File: src/core/gstc_pkg.sv
// ----------------------------------------------------------------------
// gated sixteen-bit timer/counter shared definitions
// ----------------------------------------------------------------------
package gstc_pkg;

  // register byte offsets, one aligned word each
  localparam logic [4:0] OFS_COUNT_LO = 5'h00; // count_low_byte
  localparam logic [4:0] OFS_COUNT_HI = 5'h04; // count_high_byte
  localparam logic [4:0] OFS_CTRL     = 5'h08; // timer_control_reg
  localparam logic [4:0] OFS_GATE     = 5'h0c; // gate_control_reg
  localparam logic [4:0] OFS_STATUS   = 5'h10; // live block state

  // timer_control_reg field positions
  localparam int CTRL_RUN   = 0; // run_bit
  localparam int CTRL_CS_LO = 1; // clock_select_field, two bits
  localparam int CTRL_ASYNC = 3; // 1: external edges not aligned
  localparam int CTRL_PS_LO = 4; // prescale exponent, two bits

  // gate_control_reg field positions
  localparam int GATE_EN = 0; // gate_enable_bit

  // status register field positions
  localparam int ST_ARMED = 0; // falling edge seen, rise may count
  localparam int ST_GATE  = 1; // synchronised gate level
  localparam int ST_EXT   = 2; // synchronised external clock level
  localparam int ST_RUN   = 3; // counter currently enabled

  // clock_select_field encodings
  localparam logic [1:0] CS_INSTR = 2'h0; // system clock / 4
  localparam logic [1:0] CS_FOSC  = 2'h1; // system clock
  localparam logic [1:0] CS_EXT   = 2'h2; // external_clock_pin
  localparam logic [1:0] CS_LFOSC = 2'h3; // low_freq_internal_osc

  // instruction cycle is four system clocks
  localparam logic [1:0] PHASE_LAST = 2'h3;

  // reset values
  localparam logic [15:0] COUNT_RST = 16'h0000;
  localparam logic [1:0]  CS_RST    = 2'h0;
  localparam logic [1:0]  PS_RST    = 2'h0;
  localparam logic [31:0] RDATA_RST = 32'h0000_0000;

  // widest prescale count (ratio up to eight)
  localparam int PRE_W = 3;

  // all state of the block
  typedef struct packed {
    logic [15:0]      count;    // running count
    logic [PRE_W-1:0] pre;      // prescaler count
    logic [1:0]       phase;    // instruction cycle phase
    logic             run;      // run_bit
    logic [1:0]       cs;       // clock_select_field
    logic             ext_async;// external edge alignment off
    logic [1:0]       ps;       // prescale exponent
    logic             gate_en;  // gate_enable_bit
    logic             ext_s1;   // external pin sync stage one
    logic             ext_s2;   // external pin sync stage two
    logic             ext_prev; // previous synced external level
    logic             gate_s1;  // gate pin sync stage one
    logic             gate_s2;  // gate pin sync stage two
    logic             lf_s1;    // slow oscillator sync stage one
    logic             lf_s2;    // slow oscillator sync stage two
    logic             lf_prev;  // previous synced slow level
    logic             armed;    // falling edge registered
    logic             pend;     // aligned external edge waiting
    logic             ack;      // bus answer cycle
    logic [31:0]      rdata;    // read data
  } gstc_state_t;

endpackage

File: src/core/gstc_top.sv
// The placing of the registers and register access over Avalon-MM were decided locally.
`timescale 1ns/100ps
// Contract
// - 16-bit counter, byte writes replace count
// - internal source advances once per instruction
// - external source counts each rising edge
// - run and gate-enable decide counting
// - two-bit select picks one of four
// - system clock source gives four counts
// - internal source divided by prescaler setting
// - external mode counts pin rising edges
// - external edges aligned or taken directly
// - falling edge needed before first rise
module gstc_top #(
  parameter int PRE_BITS = gstc_pkg::PRE_W // prescaler width
)(
  input  wire logic        CLK,             // 20 MHz system clock
  input  wire logic        RESET,           // synchronous, high
  input  wire logic        CE,              // clock enable
  input  wire logic [4:0]  AVS_ADDRESS,     // byte address
  input  wire logic        AVS_READ,        // read request
  input  wire logic        AVS_WRITE,       // write request
  input  wire logic [3:0]  AVS_BYTEENABLE,  // byte lanes
  input  wire logic [31:0] AVS_WRITEDATA,   // write data
  output logic      [31:0] AVS_READDATA,    // read data
  output logic             AVS_WAITREQUEST, // stall
  input  wire logic        EXT_CLOCK_PIN,   // external_clock_pin
  input  wire logic        GATE_INPUT_PIN,  // gate_input_pin
  input  wire logic        LF_OSC_IN,       // low_freq_internal_osc
  output logic      [15:0] COUNT            // running count
);

  // ----------------------------------------------------------------------
  // state and helpers
  // ----------------------------------------------------------------------
  localparam gstc_pkg::gstc_state_t RST_STATE = '{
    count:     gstc_pkg::COUNT_RST,
    cs:        gstc_pkg::CS_RST,
    ps:        gstc_pkg::PS_RST,
    rdata:     gstc_pkg::RDATA_RST,
    default:   '0
  };

  gstc_pkg::gstc_state_t q;        // registered state
  gstc_pkg::gstc_state_t d;        // next state
  logic                  req;      // any bus request
  logic                  wr_ack;   // write takes effect now
  logic                  wr_lo;    // low byte write
  logic                  wr_hi;    // high byte write
  logic                  wr_cnt;   // either count byte written
  logic                  count_en; // counting permitted
  logic                  ext_rise; // synced external rising edge
  logic                  ext_fall; // synced external falling edge
  logic                  lf_rise;  // synced slow oscillator edge
  logic                  last_ph;  // final phase of instruction
  logic                  src_tick; // selected source event
  logic                  pre_tick; // prescaler carry, counter steps
  logic [PRE_BITS-1:0]   pre_mask; // prescaler compare mask

  // mask of the low prescaler bits for a given exponent
  function automatic logic [PRE_BITS-1:0] pre_mask_f(
    input logic [1:0] ps
  );
    logic [PRE_BITS-1:0] m;
    m = '0;
    for (int i = 0; i < PRE_BITS; i++)
    begin
      m[i] = (i < int'(ps));
    end
    return m;
  endfunction

  // address compare for a register word
  function automatic logic hit_f(
    input logic [4:0] addr,
    input logic [4:0] ofs
  );
    return addr == ofs;
  endfunction

  // ----------------------------------------------------------------------
  // next-state logic
  // ----------------------------------------------------------------------
  always_comb
  begin
    d = q;
    // bus handshake: one wait cycle, then answer
    req    = AVS_READ | AVS_WRITE;
    wr_ack = AVS_WRITE & q.ack & AVS_BYTEENABLE[0];
    wr_lo  = wr_ack & hit_f(AVS_ADDRESS, gstc_pkg::OFS_COUNT_LO);
    wr_hi  = wr_ack & hit_f(AVS_ADDRESS, gstc_pkg::OFS_COUNT_HI);
    wr_cnt = wr_lo | wr_hi;

    // gate level may come from an async source upstream
    count_en = q.run & (~q.gate_en | q.gate_s2);

    // two-stage synchronisers, then edge history
    d.ext_s1   = EXT_CLOCK_PIN;
    d.ext_s2   = q.ext_s1;
    d.ext_prev = q.ext_s2;
    d.gate_s1  = GATE_INPUT_PIN;
    d.gate_s2  = q.gate_s1;
    d.lf_s1    = LF_OSC_IN;
    d.lf_s2    = q.lf_s1;
    d.lf_prev  = q.lf_s2;
    ext_rise   = q.ext_s2 & ~q.ext_prev;
    ext_fall   = ~q.ext_s2 & q.ext_prev;
    lf_rise    = q.lf_s2 & ~q.lf_prev;

    // instruction cycle phase runs free
    d.phase = 2'(q.phase + 2'h1);
    last_ph = (q.phase == gstc_pkg::PHASE_LAST);

    // source select
    unique case (q.cs)
      gstc_pkg::CS_INSTR:
        src_tick = last_ph;
      gstc_pkg::CS_FOSC:
        src_tick = 1'b1;
      gstc_pkg::CS_EXT:
        // direct edge, or edge held to instruction boundary
        src_tick = q.ext_async ? (ext_rise & q.armed)
                               : (q.pend & last_ph);
      gstc_pkg::CS_LFOSC:
        src_tick = lf_rise;
    endcase

    // arming: a fall must precede the first counted rise
    if (!count_en || wr_cnt)
    begin
      d.armed = 1'b0;
      d.pend  = 1'b0;
    end
    else
    begin
      // fall arms, armed rise is queued in aligned mode
      if (ext_fall)
      begin
        d.armed = 1'b1;
      end
      d.pend = (q.pend & ~last_ph)
             | (ext_rise & q.armed & ~q.ext_async
                & (q.cs == gstc_pkg::CS_EXT));
    end

    // prescaler divides the selected source
    pre_mask = pre_mask_f(q.ps);
    pre_tick = count_en & src_tick
             & ((q.pre & pre_mask) == pre_mask);
    if (count_en && src_tick)
    begin
      d.pre = PRE_BITS'(q.pre + 1'b1);
    end
    if (pre_tick)
    begin
      d.count = 16'(q.count + 16'h0001);
    end

    // software byte writes win over a same-cycle step
    if (wr_cnt)
    begin
      d.pre = '0;
    end
    if (wr_lo)
    begin
      d.count[7:0] = AVS_WRITEDATA[7:0];
    end
    if (wr_hi)
    begin
      d.count[15:8] = AVS_WRITEDATA[7:0];
    end

    // control registers
    if (wr_ack && hit_f(AVS_ADDRESS, gstc_pkg::OFS_CTRL))
    begin
      d.run       = AVS_WRITEDATA[gstc_pkg::CTRL_RUN];
      d.cs        = AVS_WRITEDATA[gstc_pkg::CTRL_CS_LO +: 2];
      d.ext_async = AVS_WRITEDATA[gstc_pkg::CTRL_ASYNC];
      d.ps        = AVS_WRITEDATA[gstc_pkg::CTRL_PS_LO +: 2];
    end
    if (wr_ack && hit_f(AVS_ADDRESS, gstc_pkg::OFS_GATE))
    begin
      d.gate_en = AVS_WRITEDATA[gstc_pkg::GATE_EN];
    end

    // read data captured in the wait cycle
    d.ack = req & ~q.ack;
    if (req && !q.ack)
    begin
      d.rdata = '0;                                // unmapped reads 0
      if (hit_f(AVS_ADDRESS, gstc_pkg::OFS_COUNT_LO))
      begin
        d.rdata[7:0] = q.count[7:0];
      end
      else if (hit_f(AVS_ADDRESS, gstc_pkg::OFS_COUNT_HI))
      begin
        d.rdata[7:0] = q.count[15:8];
      end
      else if (hit_f(AVS_ADDRESS, gstc_pkg::OFS_CTRL))
      begin
        d.rdata[gstc_pkg::CTRL_RUN]        = q.run;
        d.rdata[gstc_pkg::CTRL_CS_LO +: 2] = q.cs;
        d.rdata[gstc_pkg::CTRL_ASYNC]      = q.ext_async;
        d.rdata[gstc_pkg::CTRL_PS_LO +: 2] = q.ps;
      end
      else if (hit_f(AVS_ADDRESS, gstc_pkg::OFS_GATE))
      begin
        d.rdata[gstc_pkg::GATE_EN] = q.gate_en;
      end
      else if (hit_f(AVS_ADDRESS, gstc_pkg::OFS_STATUS))
      begin
        d.rdata[gstc_pkg::ST_ARMED] = q.armed;
        d.rdata[gstc_pkg::ST_GATE]  = q.gate_s2;
        d.rdata[gstc_pkg::ST_EXT]   = q.ext_s2;
        d.rdata[gstc_pkg::ST_RUN]   = count_en;
      end
    end
  end

  // ----------------------------------------------------------------------
  // state register
  // ----------------------------------------------------------------------
  // reset wins, clock enable low freezes everything
  always_ff @(posedge CLK)
  begin
    if (RESET)
    begin
      q <= RST_STATE;
    end
    else if (CE)
    begin
      q <= d;
    end
  end

  // ----------------------------------------------------------------------
  // outputs
  // ----------------------------------------------------------------------
  // clock enable low keeps the stall, so a frozen write is not lost
  assign AVS_WAITREQUEST = req & ~(q.ack & CE); // answer on second edge
  assign AVS_READDATA    = q.rdata;
  assign COUNT           = q.count;
endmodule

File: config.mk
export PLATFORM = sky130hd
export DESIGN_NAME = gstc_top
export DESIGN_NICKNAME = d
export VERILOG_FILES = /design/src/core/gstc_pkg.sv /design/src/core/gstc_top.sv
export SDC_FILE = /design/constraint.sdc
export NUM_CORES = 1
export LEC_CHECK = 0
export BUFFER_PORTS_ARGS = -buffer_cell sky130_fd_sc_hd__buf_2
export CORE_ASPECT_RATIO = 1.2
export CORE_MARGIN = 1.5
export CORE_UTILIZATION = 50
export CTS_CLUSTER_DIAMETER = 150
export DETAILED_ROUTE_END_ITERATION = 8
export GPL_TIMING_DRIVEN = 0
export PLACE_DENSITY = 0.79
export SYNTH_ARGS = -nofsm -noshare
export SYNTH_HDL_FRONTEND = slang
export SYNTH_SLANG_ARGS = --single-unit
File: constraint.sdc
create_clock -name CLK -period 4 [get_ports CLK]
set_input_delay 0.2 -clock CLK [delete_from_list [all_inputs] [get_ports CLK]]
set_output_delay 0.2 -clock CLK [all_outputs]
set_load 0.01 [all_outputs]
# After elaboration in Yosys (flattened, before gate mapping)
# Cells that the tools add are included.
dict set report op_classes {
  eq_ne 9
  order_cmp 3
  reduce_logical 20
  mux 17
  bitwise 31
  addsub 3
}
# cell count
set ops {}
lappend ops {{$mux 8} 3}
lappend ops {{$and 1x1->1} 18}
lappend ops {{$add 16x1->16 const B} 1}
lappend ops {{$mux 16} 1}
lappend ops {{$reduce_and 2->1} 7}
lappend ops {{$eq 5x4->1 const B} 2}
lappend ops {{$mux 3} 3}
lappend ops {{$mux 4} 2}
lappend ops {{$not 1->1} 8}
lappend ops {{$reduce_bool 2->1} 4}
lappend ops {{$eq 2x2->1 const B} 3}
lappend ops {{$mux 2} 3}
lappend ops {{$mux 6} 1}
lappend ops {{$eq 5x3->1 const B} 1}
lappend ops {{$eq 5x5->1 const B} 1}
lappend ops {{$logic_not 5->1} 1}
lappend ops {{$logic_and 1x1->1} 4}
lappend ops {{$lt 1x2->1 const A} 2}
lappend ops {{$or 1x1->1} 4}
lappend ops {{$pmux 1 s4} 1}
lappend ops {{$add 3x1->3 const B} 1}
lappend ops {{$and 3x3->3} 1}
lappend ops {{$eq 3x3->1} 1}
lappend ops {{$mux 1} 3}
lappend ops {{other kinds (6)} 7}
dict set report totals {
  wordCells 104
  out_inout_bits 49
  in_bits 49
  reg_bits 47
}

# Depth between registers and ports, before layout
dict set report logic_depth {
  depth_word 9
  mapped_depth 8
  depth_no_buf 7
}

# Worst setup path after synthesis
# OpenSTA, ideal clock, no wires.
dict set report synth_path {
  kind {register to register}
  start {register q[50] in the netlist's numbering}
  end {register q, in the netlist COUNT[8]}
  t_required_ns 3.897
  path_stages_with_launch 8
  path_buffers 0
  arrival_ns 1.998
  setup_ns 0.103
  setup_slack_ns 1.899
  synth_period_minus_slack_ns 2.101
  cell_sequence {dfxtp_1 ha_1 nor2b_1 a311o_1 a32oi_4 nor2_2 a41o_1 a2111oi_2}
}
dict set report synth_via {
  elab_chain_len 8
}
# element line
set synth_lines {}
lappend synth_lines {{start, declared} gstc_top.sv:44} ;# gstc_pkg::gstc_state_t q;
lappend synth_lines {{start signal, assigned} gstc_top.sv:228} ;# q <= RST_STATE;
lappend synth_lines {{start signal, assigned} gstc_top.sv:232} ;# q <= d;
lappend synth_lines {{$eq 2x2->1 (*)} gstc_top.sv:112} ;# last_ph = (q.phase == gstc_pkg::PHASE_LAST);
lappend synth_lines {{$and 1x1->1} gstc_top.sv:123} ;# : (q.pend & last_ph);
lappend synth_lines {{$mux 1} gstc_top.sv:122} ;# src_tick = q.ext_async ? (ext_rise & q.armed)
lappend synth_lines {{$pmux 1 s4 (*)} gstc_top.sv:115} ;# unique case (q.cs)
lappend synth_lines {{$and 1x1->1 (*)} gstc_top.sv:148} ;# pre_tick = count_en & src_tick
lappend synth_lines {{$and 1x1->1 (*)} gstc_top.sv:149} ;# & ((q.pre & pre_mask) == pre_mask);
lappend synth_lines {{$reduce_bool 2->1 (no line) (*)} -}
lappend synth_lines {{$reduce_and 2->1 (no line) (*)} -}
# Mark *: on every way between the ends. The rest lies on a longest branch, timed or not.
# A chain may end at the register's enable or synchronous reset.

# Worst setup path after layout
# Same ends and word-level chain as after synthesis.

==> metrics.md <==
| Metric | Value |
|---|---|
| Largest family of logic cells by synthesized area | simple AND/OR/NAND/NOR gates |
| WL per Instance | ~15 um |
| Hold Path Origin | EXT_CLOCK_PIN |
| Largest net degree at the start of global routing | 16 |
| Hold path cells | 3 |
| Syn-to-layout area delta | 16.6% |
| Global-route wire length before repair | 12200 um |
| TNS Setup | 0 ps |
| Clock Pin Slew Worst Setup and Hold Paths | 100 ps |
| HPWL Detailed | just under 6000 um |
| CTS Sinks | 47 |
| # IOs | 98 |
| CTS root buf | clkbuf_8 |
| Max-slew violations | 0 |
| CP Launch Point | q[50] |
| Slowest cell on the critical path | a32oi_4 |
| Int Pwr | between 0.6 and 0.7 mW |
| Lkg Pwr | about 1.5 nW |
| Critical path startpoint category | flop |
| Num CTS Buffers | 5 |
| Avg Inst Size Synth | about 8.1 sq um |
| Pre-CTS setup slack | 1690 ps |
| Post-synthesis cell count | around 370 |
| Remaining antenna violation count | 0 |
| RSZ-0062 raised after global routing | no |
| Die width | 73.5 um |
| Final WS setup | 1670 ps |
| Starting Density | between 50 and 60% |
| Slew margin rel. | 54.7% |
| Clk_skew | 16.4 ps |
| Critical path buffer and inverter count | 0 |
| DRT Pass-1 Iters | 4 |
| Htree depth | 2 |
| Initial antenna violation count | 0 |
| Slew @ Worst Pin | 679 ps |
| Worst Hold End | d[41] |
| Starting DRT DRC Count | 242 |
| Clk_lat worst skew | 310 ps |
| Sequential share of the synthesized area | 31.6% |
| Sequential share of power | 53.9% |
| Worst path arrival time | 2540 ps |
| Post-Synth Simple-Gate Area | 24.4% |
| CTS tree | built |
| Worst R2R Path Depth | 7 |
| Nets | ~500 |
| Worst Path Required | approximately 4200 ps |
| Hold Violations, Final | 0 |
| Min-Delay Path Class | in -> reg |
| Vias after detailed routing | ~2900 |
| Final Power | 0.893 mW |
| Clk buf depth | 2 |
| Final worst path period share | 58.2% |
| Net Sw Frac | 27.7% |
| Sw Pwr | 0.247 mW |
| Asr flop ratio synth | 0% |
| Post-synth cell types | 48 |
| Crit Path Category | reg -> reg |
| Reg2Reg Setup Slack | 1670 ps |
| Core Area | 5710 sq um |
| Synth Area in Compound Gates | 16.2% |
| Setup Fix Bufs, Post-CTS | 0 |
| Post-synth top area share | 31.6% |
| Commonest non-fill, non-tap cell in the layout | buf_4 |
| Placed cell areas | 3380 sq um |
| Comb pwr share | 13.2% |
| Post-synthesis xor/xnor area fraction | 0.588% |
| Layout cells sized above 1 | 25.5% |
| PostCTS Resize Cnt | 0 |
| Clock share of power | roughly a third |
| Fin crit period | 2330 ps |
| Finished Layout Cells | 523 |
| Grt total ovfl | 0 |
| Row Count | 30 |
| DRC viols | 0 |
| Pwr Density | 257 nW/um^2 |
| Vias in the first global route | 2600 |
| Cells after DPL | slightly above 500 |
| GPL Wtd Cong | ~0.9 |
| Post-Syn Area | 2980 sq um |
| Die Area | 6430 sq um |
| Cts hold-fix bufs | 0 |
| IO buf count | 44 |
| Max frequency | about 430 MHz |
| Post-synth EDFFs | 0 |
| Number of diodes | 0 |
| FF-to-FF End | COUNT[8] |
| Max-cap violations | 0 |
| Vias/cell | between 5 and 6 |
| Total detailed-routing wirelength | 7810 um |
| Die H | 87.5 um |
| CP Cell Sequence | ha_1, nor2b_1, a311o_1, a32oi_4, nor2_2, a41o_1, a2111oi_2 |
| Most frequent cells in the layout | buf_4 (48), dfxtp_1 (47), buf_2 (46) |
| Status | finished, final reports clean |
| Ys flop type | dfxtp_1 |
| Utilization after layout | about three fifths |
| Synth top area cells | dfxtp_1 (32%), buf_4 (12%), mux2i_1 (8.7%) |
| Worst path max stage delay | about 420 ps |
| Yosys top cell by area | dfxtp_1 |
| Fill cells | 542 |
| Synth warn | 0 |
| Worst path top cell family by delay | compound AO/OA/AOI/OAI gates |
| VDD IR max | approximately 0.26 mV |
| Multiplexer area fraction after synthesis | 10.3% |
| Worst hold margin | 122 ps |
| GRT Overall Usage | between 20 and 25% |
| Crit. End Element | flop |
| Design Area, Final | 3470 sq um |
| Worst r2r src | q[50] |
| Yosys reg bits | 47 |
| Synth Area in Adders | 1.26% |
| Setup Viol. Count Final | 0 |
| Maximum fanout along the worst path | 9 |
[how the worst max path moves through the flow]
| stage | to | slack, ps | depth (start not counted) |
|---|---|---|---|
| final | COUNT[8] | 1670 | 7 |
| after global routing | COUNT[13] | 1440 | 8 |
| after CTS | COUNT[8] | 1680 | 7 |
| after detailed placement | COUNT[8] | 1690 | 7 |
| after global placement | COUNT[8] | 1730 | 7 |
| after floorplan | COUNT[8] | 1900 | 7 |
[area by class of cell]
class | count | area, sq um | area share (%)
Inverter | 7 | 26.3 | 0.756
Buffer | 68 | 438 | 12.6
Clock inverter | 3 | 20.0 | 0.576
Timing Repair Buffer | 44 | 220 | 6.34
Clock buffer | 5 | 68.8 | 1.98
Multi-Input combinational cell | 269 | 1660 | 47.8
Sequential cell | 47 | 941 | 27.1
Tap cell | 80 | 100 | 2.88
[worst reg2reg max path, cell delays in order, from the launching register on]
cell	delay, ps
dfxtp_1	330
ha_1	220
nor2b_1	130
a311o_1	370
a32oi_4	420
nor2_2	150
a41o_1	270
a2111oi_2	340
[Yosys cell counts, types with 3 or more instances]
master	count
a21oi_1	17
clkbuf_1	13
a211oi_1	3
a22oi_1	4
nor3_1	16
nor2b_1	4
a221oi_1	4
buf_4	48
nor2_2	3
o21ai_0	11
mux2i_1	26
nor2_1	37
nand4b_1	4
nand2_1	28
dfxtp_1	47
and2_1	5
mux2_2	4
and3_1	9
o211ai_1	8
inv_1	7
ha_1	3
or3_1	7
buf_1	5
nor4_1	6
nand4_1	8
nand3_1	11
[cell families (layout without fill, tap and decap cells)]
kind of cell    after synthesis  in the layout
mux                          30             30
simple gates                144            144
compound gates               66             66
buf+inv                      75            127
flops                        47             47
xor+xnor                      2              2
other cells                   1             24
fa+ha+maj                     3              3
[flip-flops by register name, summed over array words and instances, names as in the netlist]
signal,flops
d,5
AVS_READDATA,8
COUNT,16
q,18
[power by group through the flow]
stage | Sequential [mW] | Clock, mW | Combinational [mW]
global placement | 0.492 | 0 | 0.114
finish | 0.482 | 0.294 | 0.118
floorplan | 0.491 | 0 | 0.0821
global route | 0.483 | 0.315 | 0.128
CTS | 0.482 | 0.297 | 0.116
detailed placement | 0.493 | 0 | 0.115
[layer usage]
metal / routed length [um] / global-route usage, % / part of all wire [%]
met1: 3120 / 27.7 / 40
met2: 3800 / 41.9 / 49
met3: 447 / 4.37 / 5.7
met4: 438 / 16.5 / 5.6
met5: 0 / 0 / 0
No activity file was read; power rests on OpenSTA's default activity.
